## src/rtl/atf_pkg.sv

```systemverilog
// Package of constants for the task-file register port
package atf_pkg;
   // ----------------------------------------
   // Register addresses (cs2_n, cs1_n, da)
   // ----------------------------------------
   localparam logic [2:0] A_DATA        = 3'h0;
   localparam logic [2:0] A_FEAT_ERR    = 3'h1;
   localparam logic [2:0] A_INT_REASON  = 3'h2;
   localparam logic [2:0] A_SECTOR_CNT  = 3'h3;
   localparam logic [2:0] A_BCNT_LOW    = 3'h4;
   localparam logic [2:0] A_BCNT_HIGH   = 3'h5;
   localparam logic [2:0] A_DRIVE_SEL   = 3'h6;
   localparam logic [2:0] A_CMD_STAT    = 3'h7;
   localparam logic [2:0] A_DEV_CTRL    = 3'h6;
   localparam logic [2:0] A_DRIVE_ADDR  = 3'h7;
   // ----------------------------------------
   // Field positions and values
   // ----------------------------------------
   localparam int         DRV_BIT       = 4;
   localparam int         BSY_BIT       = 7;
   localparam int         SRST_BIT      = 2;
   localparam int         NIEN_BIT      = 1;
   localparam int         FLOAT_BIT     = 7;
   localparam logic [2:0] DSEL_ONES     = 3'h7;
   localparam logic [7:0] CMD_DIAG      = 8'h90;
   localparam logic [7:0] STAT_RESET    = 8'h80;
   localparam logic [7:0] DCTRL_RESET   = 8'h08;
   localparam int         FIFO_DEPTH    = 4;
endpackage

```

## src/rtl/atf_fifo.sv

```systemverilog
// Small flip-flop FIFO with valid/ready on both sides
`timescale 1ns/100ps
module atf_fifo #(
   parameter int WIDTH = 16,
   parameter int DEPTH = 4
) (
   // Clock and reset
   input  wire logic             clock,
   input  wire logic             rstn,
   // Fill side
   input  wire logic             in_valid,
   output logic                  in_ready,
   input  wire logic [WIDTH-1:0] in_data,
   // Drain side
   output logic                  out_valid,
   input  wire logic             out_ready,
   output logic      [WIDTH-1:0] out_data
);
   localparam int AW = (DEPTH > 1) ? $clog2(DEPTH) : 1;
   logic [WIDTH-1:0] mem [DEPTH];
   logic [AW-1:0]    wr_ptr;
   logic [AW-1:0]    rd_ptr;
   logic [AW:0]      count;
   logic             push;
   logic             pop;

   assign in_ready  = (count != (AW+1)'(DEPTH));
   assign out_valid = (count != '0);
   assign push      = in_valid && in_ready;
   assign pop       = out_valid && out_ready;
   assign out_data  = mem[rd_ptr];

   function automatic logic [AW-1:0] inc(input logic [AW-1:0] p);
      inc = (p == AW'(DEPTH-1)) ? '0 : p + 1'b1;
   endfunction

   always_ff @(posedge clock) begin
      if (push) begin
         mem[wr_ptr] <= in_data;
      end
   end

   always_ff @(posedge clock or negedge rstn) begin
      if (!rstn) begin
         wr_ptr <= '0;
         rd_ptr <= '0;
         count  <= '0;
      end else begin
         if (push) begin
            wr_ptr <= inc(wr_ptr);
         end
         if (pop) begin
            rd_ptr <= inc(rd_ptr);
         end
         count <= count + (AW+1)'(push) - (AW+1)'(pop);
      end
   end
endmodule // atf_fifo

```

## src/rtl/atf_task_file.sv

```systemverilog
// Task-file register port of the drive: host register decode and events
// Functional notes
// - Decode two chip selects and three address lines; data 16 bits, others 8.
// - A 16-bit data register moves transfer data both ways.
// - Drive is selected only while drive-select bit 4 equals own drive number.
// - Host interrupt output is enabled only while selected.
// - Drive-select reads ones in bits 7..5, drive bit at bit 4.
// - Command write while selected raises command interrupt to sub-CPU.
// - Diagnostic command 90h raises command interrupt and busy even unselected.
// - Write to command/status address clears a pending host interrupt.
// - Busy set on selected command, diagnostic, soft reset and hardware reset.
// - Alternate status equals status; reading it leaves host interrupt alone.
// - Soft-reset bit going 0 to 1 raises soft-reset interrupt and sets busy.
// - Interrupt pin driven only when disable bit low and selected, else floats.
// - Drive address read leaves data bit 7 undriven.
`timescale 1ns/100ps
module atf_task_file
   import atf_pkg::*;
#(
   parameter int DEPTH = FIFO_DEPTH
) (
   // Clock and reset
   input  wire logic        clock,
   input  wire logic        rstn,
   // Host bus pins
   input  wire logic        cs1_n,
   input  wire logic        cs2_n,
   input  wire logic [2:0]  da,
   input  wire logic        hrd_n,
   input  wire logic        hwr_n,
   input  wire logic [15:0] hdata_in,
   output logic      [15:0] hdata_out,
   output logic      [15:0] hdata_oe_n,
   output logic             hint_out,
   output logic             hint_oe_n,
   // Sub-CPU side
   input  wire logic        own_drive_number,
   input  wire logic        transfer_active,
   input  wire logic        host_irq_set,
   input  wire logic [7:0]  status_load,
   input  wire logic        status_load_en,
   input  wire logic [7:0]  error_read,
   input  wire logic [7:0]  drive_address_readback,
   input  wire logic [7:0]  interrupt_reason_load,
   input  wire logic        interrupt_reason_load_en,
   output logic             command_irq_to_sub_cpu,
   output logic             soft_reset_irq_to_sub_cpu,
   output logic      [7:0]  task_command,
   output logic      [7:0]  features_write,
   output logic      [7:0]  sector_count,
   output logic      [7:0]  byte_count_low,
   output logic      [7:0]  byte_count_high,
   output logic      [7:0]  device_control,
   output logic      [7:0]  task_status,
   // Data stream from host to sub-CPU
   output logic             wdata_valid,
   input  wire logic        wdata_ready,
   output logic      [15:0] wdata,
   // Data stream from sub-CPU to host
   input  wire logic [15:0] transfer_data_word,
   output logic             rdata_taken
);
   // ----------------------------------------
   // Pin synchronisers
   // ----------------------------------------
   logic [5:0]  ctl_s1;
   logic [5:0]  ctl_s2;
   logic [15:0] dat_s1;
   logic [15:0] dat_s2;
   logic        drv_s1;
   logic        drv_s2;
   logic        hrd_prev;
   logic        hwr_prev;

   always_ff @(posedge clock or negedge rstn) begin
      if (!rstn) begin
         ctl_s1 <= 6'h3f;
         ctl_s2 <= 6'h3f;
         dat_s1 <= 16'h0000;
         dat_s2 <= 16'h0000;
         drv_s1 <= 1'b0;
         drv_s2 <= 1'b0;
      end else begin
         ctl_s1 <= {cs2_n, cs1_n, da, hrd_n};
         ctl_s2 <= ctl_s1;
         dat_s1 <= hdata_in;
         dat_s2 <= dat_s1;
         drv_s1 <= own_drive_number;
         drv_s2 <= drv_s1;
      end
   end

   logic [2:0] addr;
   logic       sel_cmd;
   logic       sel_ctl;
   logic       rd_lvl;
   logic       wr_lvl;
   logic       hwr_s1;
   logic       hwr_s2;

   always_ff @(posedge clock or negedge rstn) begin
      if (!rstn) begin
         hwr_s1 <= 1'b1;
         hwr_s2 <= 1'b1;
      end else begin
         hwr_s1 <= hwr_n;
         hwr_s2 <= hwr_s1;
      end
   end

   // Command block: cs1_n low, cs2_n high; control block the reverse
   assign addr    = ctl_s2[3:1];
   assign sel_cmd = ctl_s2[5] && !ctl_s2[4];
   assign sel_ctl = !ctl_s2[5] && ctl_s2[4];
   assign rd_lvl  = !ctl_s2[0];
   assign wr_lvl  = !hwr_s2;

   // ----------------------------------------
   // Strobe edges
   // ----------------------------------------
   // Both strobes idle high, so the history starts inactive after reset

   always_ff @(posedge clock or negedge rstn) begin
      if (!rstn) begin
         hrd_prev <= 1'b0;
         hwr_prev <= 1'b0;
      end else begin
         hrd_prev <= rd_lvl;
         hwr_prev <= wr_lvl;
      end
   end

   // Act once per strobe: reads on leading edge, writes on trailing edge
   // so the data bus has settled for the whole pulse.
   logic rd_start;
   logic wr_end;
   assign rd_start = rd_lvl && !hrd_prev;
   assign wr_end   = !wr_lvl && hwr_prev;

   function automatic logic hit(input logic sel, input logic [2:0] a,
                                input logic [2:0] want);
      hit = sel && (a == want);
   endfunction

   // ----------------------------------------
   // Write capture
   // ----------------------------------------
   // Address latched while the write strobe is low
   logic [2:0] waddr;
   logic       wsel_cmd;
   logic       wsel_ctl;
   logic [15:0] wval;
   always_ff @(posedge clock or negedge rstn) begin
      if (!rstn) begin
         waddr    <= 3'h0;
         wsel_cmd <= 1'b0;
         wsel_ctl <= 1'b0;
         wval     <= 16'h0000;
      end else if (wr_lvl) begin
         waddr    <= addr;
         wsel_cmd <= sel_cmd;
         wsel_ctl <= sel_ctl;
         wval     <= dat_s2;
      end
   end

   // ----------------------------------------
   // Selection and writable registers
   // ----------------------------------------
   logic drv_bit;
   logic selected;
   logic cmd_wr;
   logic diag_wr;
   logic srst_rise;
   logic stat_rd;

   assign selected = (drv_bit == drv_s2);
   assign cmd_wr   = wr_end && hit(wsel_cmd, waddr, A_CMD_STAT);
   // Diagnostic reaches both drives on the cable, selected or not
   assign diag_wr  = cmd_wr && (wval[7:0] == CMD_DIAG);
   // Only the 0 to 1 step of the soft-reset bit counts, so rewriting the
   // register with the bit still high does not retrigger the sub-CPU
   assign srst_rise = wr_end && hit(wsel_ctl, waddr, A_DEV_CTRL)
                      && wval[SRST_BIT] && !device_control[SRST_BIT];
   // Alternate status lives in the control block and never clears
   assign stat_rd  = rd_start && hit(sel_cmd, addr, A_CMD_STAT);

   always_ff @(posedge clock or negedge rstn) begin
      if (!rstn) begin
         drv_bit         <= 1'b0;
         task_command    <= 8'h00;
         features_write  <= 8'h00;
         sector_count    <= 8'h00;
         byte_count_low  <= 8'h00;
         byte_count_high <= 8'h00;
         device_control  <= DCTRL_RESET;
      end else if (wr_end) begin
         if (wsel_cmd) begin
            unique case (waddr)
               A_FEAT_ERR:   features_write  <= wval[7:0];
               A_SECTOR_CNT: sector_count    <= wval[7:0];
               A_BCNT_LOW:   byte_count_low  <= wval[7:0];
               A_BCNT_HIGH:  byte_count_high <= wval[7:0];
               A_DRIVE_SEL:  drv_bit         <= wval[DRV_BIT];
               A_CMD_STAT:   task_command    <= wval[7:0];
               default:      ;
            endcase
         end
         // Reserved bits are stored as written; host keeps bit 3 set
         if (hit(wsel_ctl, waddr, A_DEV_CTRL)) begin
            device_control <= wval[7:0];
         end
      end
   end

   // Sub-CPU load wins over a host write in the same cycle
   logic [7:0] int_reason;
   always_ff @(posedge clock or negedge rstn) begin
      if (!rstn) begin
         int_reason <= 8'h00;
      end else if (interrupt_reason_load_en) begin
         int_reason <= interrupt_reason_load;
      end else if (wr_end && hit(wsel_cmd, waddr, A_INT_REASON)) begin
         int_reason <= wval[7:0];
      end
   end

   // ----------------------------------------
   // Status, busy and interrupts
   // ----------------------------------------
   // Busy set wins over a sub-CPU status load in the same cycle
   always_ff @(posedge clock or negedge rstn) begin
      if (!rstn) begin
         task_status <= STAT_RESET;
      end else begin
         if (status_load_en) begin
            task_status <= status_load;
         end
         if ((cmd_wr && selected) || diag_wr || srst_rise) begin
            task_status[BSY_BIT] <= 1'b1;
         end
      end
   end

   always_ff @(posedge clock or negedge rstn) begin
      if (!rstn) begin
         command_irq_to_sub_cpu    <= 1'b0;
         soft_reset_irq_to_sub_cpu <= 1'b0;
      end else begin
         command_irq_to_sub_cpu    <= (cmd_wr && selected) || diag_wr;
         soft_reset_irq_to_sub_cpu <= srst_rise;
      end
   end

   // ----------------------------------------
   // Host interrupt
   // ----------------------------------------
   // Set wins over a clear arriving in the same cycle
   logic host_irq;
   always_ff @(posedge clock or negedge rstn) begin
      if (!rstn) begin
         host_irq <= 1'b0;
      end else if (host_irq_set) begin
         host_irq <= 1'b1;
      end else if (cmd_wr || stat_rd) begin
         host_irq <= 1'b0;
      end
   end

   // Tri-state: enable low means driving
   assign hint_out  = host_irq;
   assign hint_oe_n = !(selected && !device_control[NIEN_BIT]);

   // ----------------------------------------
   // Data path
   // ----------------------------------------
   // Data writes before the sub-CPU starts a transfer are discarded
   logic data_wr;
   assign data_wr = wr_end && hit(wsel_cmd, waddr, A_DATA) && transfer_active;

   // Writes past a full FIFO are dropped; the sub-CPU paces the host
   atf_fifo #(
      .WIDTH (16),
      .DEPTH (DEPTH)
   ) u_fifo (
      .clock     (clock),
      .rstn      (rstn),
      .in_valid  (data_wr),
      .in_ready  (),
      .in_data   (wval),
      .out_valid (wdata_valid),
      .out_ready (wdata_ready),
      .out_data  (wdata)
   );

   assign rdata_taken = rd_start && hit(sel_cmd, addr, A_DATA) && transfer_active;

   // ----------------------------------------
   // Host register reads
   // ----------------------------------------
   // Read data is registered, so it follows the strobe by one cycle;
   // the lag keeps the pins free of decode glitches
   logic [15:0] next_rd;
   logic [15:0] next_oe_n;
   always_comb begin
      next_rd   = 16'h0000;
      next_oe_n = 16'hffff;
      if (rd_lvl && sel_cmd) begin
         next_oe_n = 16'hff00;
         unique case (addr)
            A_DATA: begin
               next_rd   = transfer_data_word;
               next_oe_n = 16'h0000;
            end
            A_FEAT_ERR:   next_rd[7:0] = error_read;
            A_INT_REASON: next_rd[7:0] = int_reason;
            A_SECTOR_CNT: next_rd[7:0] = sector_count;
            A_BCNT_LOW:   next_rd[7:0] = byte_count_low;
            A_BCNT_HIGH:  next_rd[7:0] = byte_count_high;
            A_DRIVE_SEL:  next_rd[7:0] = {DSEL_ONES, drv_bit, 4'h0};
            A_CMD_STAT:   next_rd[7:0] = task_status;
         endcase
      end else if (rd_lvl && sel_ctl && addr == A_DEV_CTRL) begin
         next_rd[7:0] = task_status;
         next_oe_n    = 16'hff00;
      end else if (rd_lvl && sel_ctl && addr == A_DRIVE_ADDR) begin
         next_rd[7:0] = drive_address_readback;
         next_oe_n    = 16'hff00;
         next_oe_n[FLOAT_BIT] = 1'b1;
      end
   end

   always_ff @(posedge clock or negedge rstn) begin
      if (!rstn) begin
         hdata_out  <= 16'h0000;
         hdata_oe_n <= 16'hffff;
      end else begin
         hdata_out  <= next_rd;
         hdata_oe_n <= next_oe_n;
      end
   end
endmodule // atf_task_file

```

## config.mk

```make
export PLATFORM = sky130hd
export DESIGN_NAME = atf_task_file
export DESIGN_NICKNAME = d
export VERILOG_FILES = /design/src/rtl/atf_pkg.sv /design/src/rtl/atf_fifo.sv /design/src/rtl/atf_task_file.sv
export SDC_FILE = /design/constraint.sdc
export NUM_CORES = 1
export LEC_CHECK = 0
export ABC_AREA = 1
export BUFFER_PORTS_ARGS = -buffer_cell sky130_fd_sc_hd__buf_2
export CAP_MARGIN = 40
export CORE_MARGIN = 2
export CORE_UTILIZATION = 39
export DETAILED_ROUTE_END_ITERATION = 8
export GPL_TIMING_DRIVEN = 0
export PLACE_DENSITY = 0.65
export SETUP_SLACK_MARGIN = 0.2
export SLEW_MARGIN = 20
export SYNTH_ARGS = -nofsm -noshare
export SYNTH_HDL_FRONTEND = slang
export SYNTH_SLANG_ARGS = --single-unit
```

## constraint.sdc

```tcl
create_clock -name clock -period 3.4 [get_ports clock]
set_clock_uncertainty 0.05 [all_clocks]
set_input_delay 0.51 -clock clock [delete_from_list [all_inputs] [get_ports clock]]
set_output_delay 0.51 -clock clock [all_outputs]
set_load 0.005 [all_outputs]
```

# ---- Word-level counts from Yosys, hierarchy flattened
# Memories as Yosys holds them, arrays and structs flattened.
# Cells that the tools add are included.
dict set report totals {
  wordCells 129
  mem_bits_rw 64
  ff_bits 178
  input_bits 79
  mem_count 1
}
# memory depth width read_ports rd_ports_with_merged_regs wr line
set memory_table {}
lappend memory_table {u_fifo.mem 4 16 1 0 1 atf_fifo.sv:20} ;# logic [WIDTH-1:0] mem [DEPTH];
dict set report op_classes {
  mux 20
  n_reduce_logical 53
  add_sub_neg 4
  n_eq_ne 19
}
# operator n
set ops {}
lappend ops {{$mux 8} 9}
lappend ops {{$pmux 8 s8} 1}
lappend ops {{$mux 16} 2}
lappend ops {{$logic_and 1x1->1} 29}
lappend ops {{$eq 3x3->1 const B} 8}
lappend ops {{$reduce_and 3->1} 6}
lappend ops {{$eq 3x2->1 const B} 4}
lappend ops {{$eq 8x8->1 const B} 1}
lappend ops {{$logic_not 1->1} 8}
lappend ops {{$mux 7} 1}
lappend ops {{$eq 3x1->1 const B} 2}
lappend ops {{$logic_not 3->1} 2}
lappend ops {{$reduce_bool 2->1} 3}
lappend ops {{$mux 1} 5}
lappend ops {{$add 2x1->2 const B} 2}
lappend ops {{$eq 2x2->1 const B} 2}
lappend ops {{$mux 2} 2}
lappend ops {{$add 3x1->3} 1}
lappend ops {{$logic_or 1x1->1} 3}
lappend ops {{$ne 3x3->1 const B} 1}
lappend ops {{$reduce_bool 3->1} 1}
lappend ops {{$sub 3x1->3} 1}
lappend ops {{$reduce_and 2->1} 1}
lappend ops {{$eq 1x1->1} 1}

# ---- Longest topological paths before layout
dict set report depth {
  word_depth 7
  ltp_mapped 10
  mapped_depth_nobuf 9
}

# ---- By module
# From an unflattened synthesis, not the netlist that was laid out.
dict set report unflattened {
  cells_unflattened 894
  area_unflattened_um2 9541.7
}
# mod seq_area_each_um2 cells_each area_per_inst_um2 instances
set by_module_without_submodules {}
lappend by_module_without_submodules {atf_task_file 3977.6 652 6298.5 1}
lappend by_module_without_submodules {atf_fifo 2097.0 242 3243.1 1}

# ---- Least setup slack after synthesis
# No wires, ideal clock.
dict set report synth_timing {
  kind {register to register}
  from {register hwr_s2}
  to {memory u_fifo.mem[0][0], enable pin}
  setup_time_ns 0.389
  path_buffers 1
  arrival_ns 1.841
  path_stages_with_launch 6
  setup_slack_ns 1.120
  synth_period_minus_slack_ns 2.280
  path_cell_list {dfstp_2 -> buf_4 -> nand3_2 -> nor2_2 -> nand4_1 -> nor2_1}
}
dict set report synth_via {
  elab_chain_cells 6
}
# element line
set synth_rtl {}
lappend synth_rtl {{from (decl)} atf_task_file.sv:99} ;# logic hwr_s2;
lappend synth_rtl {{from (signal assigned)} atf_task_file.sv:107} ;# hwr_s2 <= hwr_s1;
lappend synth_rtl {{$logic_and 1x1->1} atf_task_file.sv:138} ;# assign wr_end = !wr_lvl && hwr_prev;
lappend synth_rtl {{$logic_and 1x1->1 (2 in a row)} atf_task_file.sv:279} ;# assign data_wr = wr_end && hit(wsel_cmd, waddr, A_DATA) && transfer_active;
lappend synth_rtl {{$logic_and 1x1->1} atf_fifo.sv:29} ;# assign push = in_valid && in_ready;
lappend synth_rtl {{$mux 1} atf_fifo.sv:38} ;# if (push) begin
lappend synth_rtl {{$mux 1 (implied by the code)} atf_fifo.sv:39} ;# mem[wr_ptr] <= in_data;
lappend synth_rtl {{to (decl)} atf_fifo.sv:20}
# No other way between the ends.

# ---- Final worst setup path
dict set report layout_timing {
  from {register ctl_s2[5]}
  to {output rdata_taken}
}
dict set report layout_via {
  elab_chain_cells 4
}
# element line
set layout_rtl {}
lappend layout_rtl {{from (decl)} atf_task_file.sv:67} ;# logic [5:0] ctl_s2;
lappend layout_rtl {{from (signal assigned)} atf_task_file.sv:85} ;# ctl_s2 <= ctl_s1;
lappend layout_rtl {{$logic_and 1x1->1} atf_task_file.sv:113} ;# assign sel_cmd = ctl_s2[5] && !ctl_s2[4];
lappend layout_rtl {{$logic_and 1x1->1} atf_task_file.sv:142} ;# hit = sel && (a == want);
lappend layout_rtl {{$logic_and 1x1->1 (2 in a row)} atf_task_file.sv:296} ;# assign rdata_taken = rd_start && hit(sel_cmd, addr, A_DATA) && transfer_active;
lappend layout_rtl {{to (decl)} atf_task_file.sv:61} ;# output logic rdata_taken
# No other way between the ends.

==> impl_metrics.xml <==
<?xml version="1.0" encoding="UTF-8"?>
<metrics>
  <group name="worst_hold_path">
    <metric name="hold_path_class" unit="">primary input to register</metric>
    <metric name="hold_path_startpoint" unit="">cs2_n</metric>
    <metric name="holdPathStages" unit="">1</metric>
    <metric name="worstHoldEndpoint" unit="">ctl_s1[5]$_DFF_PN1_</metric>
  </group>
  <group name="global_route">
    <metric name="vias_in_the_first_global_route" unit="">6445</metric>
    <metric name="first_pass_grt_wire_length" unit="microns">35100</metric>
    <metric name="grt_max_degree" unit="">95</metric>
    <metric name="grtUsageTotal" unit="">0.186</metric>
    <metric name="globalRouteOverflowTotal" unit="">0</metric>
    <metric name="globalRouteMet1Util" unit="">0.262</metric>
    <metric name="antenna_violations_before_repair" unit="">0</metric>
    <metric name="grt.busiest_layer" unit="">met2</metric>
    <metric name="met3_usage" unit="">0.0375</metric>
    <metric name="gr-usage-met2" unit="">0.290</metric>
  </group>
  <group name="timing">
    <metric name="total_count_of_hold_check_failures_in_the_final_report" unit="">0</metric>
    <metric name="unrepaired_setup_endpoints_after_global_routing" unit="">no</metric>
    <metric name="setup_ws" unit="ps">548</metric>
    <metric name="worst_slew_margin_rel" unit="">0.484</metric>
    <metric name="achievable-frequency" unit="GHz">0.351</metric>
    <metric name="max_slew_violations" unit="">0</metric>
    <metric name="timing.final.setup_violations" unit="">0</metric>
    <metric name="timing.final.crit_share" unit="">0.839</metric>
    <metric name="tightestPinTransition" unit="ps">768</metric>
    <metric name="timing.hold.ws" unit="ps">34.1</metric>
    <metric name="final.min_clock_period" unit="ps">2850</metric>
  </group>
  <group name="yosys">
    <metric name="synth.yosys.seq_area_share" unit="">0.674</metric>
    <metric name="synth.yosys.warnings" unit="">0</metric>
    <metric name="post_synth_num_cell_types" unit="">38</metric>
    <metric name="synthesis.nets" unit="">933</metric>
    <metric name="syn-cell-area" unit="sq um">9010</metric>
    <metric name="synthCells" unit="">846</metric>
    <metric name="avgSynthCellArea" unit="sq um">10.6</metric>
    <metric name="synth_seq_cells" unit="">229</metric>
  </group>
  <group name="route">
    <metric name="route.vias.total" unit="">6579</metric>
    <metric name="routed_wire_length_per_instance" unit="microns">16.5</metric>
    <metric name="via_density_per_instance" unit="">4.81</metric>
    <metric name="drt_wl_total" unit="microns">22600</metric>
    <metric name="drt_first_pass_iters" unit="">5</metric>
    <metric name="remaining_drc_errors" unit="">0</metric>
    <metric name="detail-route-antenna-nets" unit="">0</metric>
    <metric name="first_iter_violations" unit="">457</metric>
  </group>
  <group name="worst_setup_path">
    <metric name="setup.reg_to_reg.worst_slack" unit="ps">800</metric>
    <metric name="worst_setup_path_end_kind" unit="">output pin</metric>
    <metric name="worst_setup_path_start_kind" unit="">register</metric>
    <metric name="required_worst_endpoint" unit="ps">2840</metric>
    <metric name="reg2reg_from" unit="">hwr_s2$_DFF_PN1_</metric>
    <metric name="arrival" unit="ps">2290</metric>
    <metric name="crit_path_max_fanout" unit="">10</metric>
    <metric name="worst-r2r-cell-count" unit="">10</metric>
    <metric name="regToRegEndpoint" unit="">u_fifo.count[2]$_DFF_PN0_</metric>
    <metric name="kind_of_critical_path" unit="">register to output pin</metric>
  </group>
  <group name="clock_network">
    <metric name="tritoncts" unit="">done</metric>
    <metric name="postCtsResizedCells" unit="">0</metric>
    <metric name="cts.path.max_buffers" unit="">3</metric>
    <metric name="cts_clock_pin_slew_for_the_worst_setup_and_hold_paths" unit="ps">60</metric>
    <metric name="cts.htree.levels" unit="">1</metric>
    <metric name="clk_latency" unit="ps">520</metric>
    <metric name="cts-buffers-inserted" unit="">24</metric>
    <metric name="clock_sinks" unit="">229</metric>
    <metric name="cts-root-buf" unit="">sky130_fd_sc_hd__clkbuf_16</metric>
  </group>
  <group name="layout">
    <metric name="design_area" unit="sq um">11200</metric>
    <metric name="synthToLayoutAreaGrowth" unit="%">23.9</metric>
    <metric name="post_route_cells_drive_above_1_share" unit="">0.282</metric>
    <metric name="nets" unit="">1152</metric>
  </group>
  <group name="floorplanning">
    <metric name="floorplan.die.height" unit="microns">156</metric>
    <metric name="io_pins" unit="">189</metric>
    <metric name="floorplan.rows" unit="">55</metric>
    <metric name="die_area" unit="sq um">24300</metric>
    <metric name="die-width" unit="microns">156</metric>
    <metric name="design.core.area" unit="sq um">22600</metric>
    <metric name="start_util" unit="">0.398</metric>
  </group>
  <group name="pwr">
    <metric name="comb_power_share" unit="">0.174</metric>
    <metric name="power.density_cell_area" unit="nW/um^2">615</metric>
    <metric name="ir_drop" unit="uV">381</metric>
    <metric name="p_int" unit="W">0.00493</metric>
    <metric name="sequentialPowerShare" unit="">0.469</metric>
    <metric name="power.clock.fraction" unit="">0.358</metric>
    <metric name="sw_frac_of_total" unit="">0.283</metric>
    <metric name="power_spent_charging_and_discharging_nets" unit="W">0.00194</metric>
    <metric name="static_leakage" unit="nW">5.36</metric>
  </group>
  <group name="place">
    <metric name="finalWeightedCongestion" unit="">0.892</metric>
    <metric name="postPlaceCellArea" unit="sq um">10400</metric>
    <metric name="detailedPlace.worstSlack" unit="ps">717</metric>
    <metric name="detailedPlacementHpwl" unit="microns">16000</metric>
    <metric name="portBuffers" unit="">187</metric>
  </group>
  <group name="run_status">
    <metric name="status" unit="">completed</metric>
  </group>
  <group name="job">
    <metric name="max_cap_violations" unit="">0</metric>
  </group>
</metrics>
## per-layer routing
layer | part of all wire | vias to the layer above | wire (microns)
met5 | 0 | - | 0
met4 | 0.026 | 0 | 578
met3 | 0.069 | 38 | 1560
met2 | 0.46 | 226 | 10500
met1 | 0.44 | 3105 | 9960
li1 | - | 3210 | -
## power groups by stage
stage / Clock (W) / Combinational, W / Sequential, W
3_5_place_dp: 0 / 0.00121 / 0.00327
2_1_floorplan: 0 / 0.000635 / 0.00322
4_1_cts: 0.00252 / 0.00121 / 0.00322
3_3_place_gp: 0 / 0.00117 / 0.00326
5_1_grt: 0.00266 / 0.00136 / 0.00324
6_report: 0.00246 / 0.00119 / 0.00322
## stage by stage
stage          TNS, ps  total power, W   util  instances
5_1_grt              0         0.00726  0.493       1368
4_1_cts              0         0.00694  0.493       1368
3_5_place_dp         0         0.00447  0.460       1323
6_report             0         0.00687  0.493       1369
3_3_place_gp   -112020         0.00443  0.455       1318
2_1_floorplan        0         0.00385      -        846
## how the worst max path moves through the flow
stage	startpoint	endpoint	slack [ps]	cells after the start
4_1_cts	ctl_s2[5]$_DFF_PN1_	rdata_taken	520	6
6_report	ctl_s2[5]$_DFF_PN1_	rdata_taken	550	6
3_5_place_dp	wdata_ready	u_fifo.count[2]$_DFF_PN0_	720	9
5_1_grt	ctl_s2[5]$_DFF_PN1_	rdata_taken	420	6
3_3_place_gp	rstn	hdata_out[11]$_DFF_PN0_	-780	1
2_1_floorplan	hwr_s2$_DFF_PN1_	u_fifo.mem[0][0]$_DFFE_PP_	1120	5
## cell usage after synthesis
cell type / count / share of area
sky130_fd_sc_hd__nor2_1: 77 / 0.032
sky130_fd_sc_hd__o21bai_1: 1 / 0.00083
sky130_fd_sc_hd__nor3_1: 1 / 0.00055
sky130_fd_sc_hd__nand2_1: 174 / 0.072
sky130_fd_sc_hd__edfxtp_1: 64 / 0.21
sky130_fd_sc_hd__buf_1: 1 / 0.00042
sky130_fd_sc_hd__xor2_1: 2 / 0.0019
sky130_fd_sc_hd__dfrtp_1: 146 / 0.41
sky130_fd_sc_hd__or2_2: 1 / 0.00069
sky130_fd_sc_hd__fa_1: 1 / 0.0022
sky130_fd_sc_hd__buf_6: 2 / 0.0025
sky130_fd_sc_hd__ha_1: 7 / 0.0097
sky130_fd_sc_hd__nor2_2: 3 / 0.0021
sky130_fd_sc_hd__nand3_1: 33 / 0.018
sky130_fd_sc_hd__buf_4: 16 / 0.013
sky130_fd_sc_hd__a21boi_0: 1 / 0.00083
sky130_fd_sc_hd__nand3_4: 2 / 0.0039
sky130_fd_sc_hd__nand2_2: 4 / 0.0028
sky130_fd_sc_hd__clkbuf_1: 13 / 0.0054
sky130_fd_sc_hd__o21ai_0: 97 / 0.054
sky130_fd_sc_hd__nand3_2: 2 / 0.0022
sky130_fd_sc_hd__inv_1: 85 / 0.035
sky130_fd_sc_hd__o21ai_1: 28 / 0.016
sky130_fd_sc_hd__clkbuf_2: 1 / 0.00055
sky130_fd_sc_hd__nor3b_1: 1 / 0.00083
sky130_fd_sc_hd__dfstp_2: 19 / 0.055
sky130_fd_sc_hd__xnor2_1: 1 / 0.00097
sky130_fd_sc_hd__or2_1: 1 / 0.00069
sky130_fd_sc_hd__o21ai_2: 7 / 0.0068
sky130_fd_sc_hd__inv_2: 4 / 0.0017
sky130_fd_sc_hd__a21oi_1: 1 / 0.00055
sky130_fd_sc_hd__buf_2: 9 / 0.0050
sky130_fd_sc_hd__nand4_1: 19 / 0.013
sky130_fd_sc_hd__nor4_1: 1 / 0.00069
sky130_fd_sc_hd__nor2_4: 2 / 0.0025
sky130_fd_sc_hd__o22ai_1: 16 / 0.011
sky130_fd_sc_hd__nor3_4: 2 / 0.0036
sky130_fd_sc_hd__clkinv_1: 1 / 0.00042
## cell usage in the layout, fill, tap and decap left out, drive strengths merged, types with 2 or more instances in the layout
| cell type | Yosys | final |
|---|---|---|
| xor2 | 2 | 2 |
| clkinvlp | 0 | 2 |
| nor3 | 3 | 3 |
| nand2 | 178 | 178 |
| ha | 7 | 7 |
| buf | 28 | 220 |
| dfstp | 19 | 19 |
| o22ai | 16 | 16 |
| dfrtp | 146 | 146 |
| o21ai | 132 | 132 |
| edfxtp | 64 | 64 |
| nand4 | 19 | 19 |
| nand3 | 37 | 37 |
| inv | 89 | 89 |
| clkbuf | 14 | 52 |
| or2 | 2 | 2 |
| nor2 | 82 | 82 |
| clkinv | 1 | 5 |
## cell families after synthesis
group,count (synthesis),share of synthesized area
AOI/OAI and AO/OA,151,0.0896
xor gates and xnor gates,3,0.00292
adders and majority gates,8,0.0119
buffers and inverters,132,0.0647
DFF,229,0.674
and+or+nand+nor,323,0.157
## worst max-delay path, stage by stage, from the launching register on
cell	delay, ps
sky130_fd_sc_hd__dfstp_2	510
sky130_fd_sc_hd__inv_1	50
sky130_fd_sc_hd__or2_1	240
sky130_fd_sc_hd__nor2_1	240
sky130_fd_sc_hd__nand3_2	310
sky130_fd_sc_hd__nor3b_1	260
sky130_fd_sc_hd__buf_2	160
## flip-flops by register name, indices dropped and copies added, names as in the netlist, 3 cells and up
name	count
byte_count_high	8
wval	16
byte_count_low	8
dat_s2	16
u_fifo.mem	64
ctl_s1	6
sector_count	8
hdata_out	16
u_fifo.count	3
features_write	8
int_reason	8
waddr	3
task_command	8
device_control	8
task_status	8
ctl_s2	6
dat_s1	16
hdata_oe_n	3
## what timing repair did
item,in CTS,in global routing
hold endpoints to repair,67,0
hold buffers,1,0
buffers inserted,0,0
## final cells by class
type	instances	area, sq um
inverters	90	338
fillers	2079	11500
well taps	285	357
multi-input cells	485	2360
repair buffers	193	1040
clock inverters	6	35.0
diodes	1	2.50
plain buffers	42	245
flip-flops and latches	229	6070
clock buffers	38	708
Power figures use the tool's default switching activity.
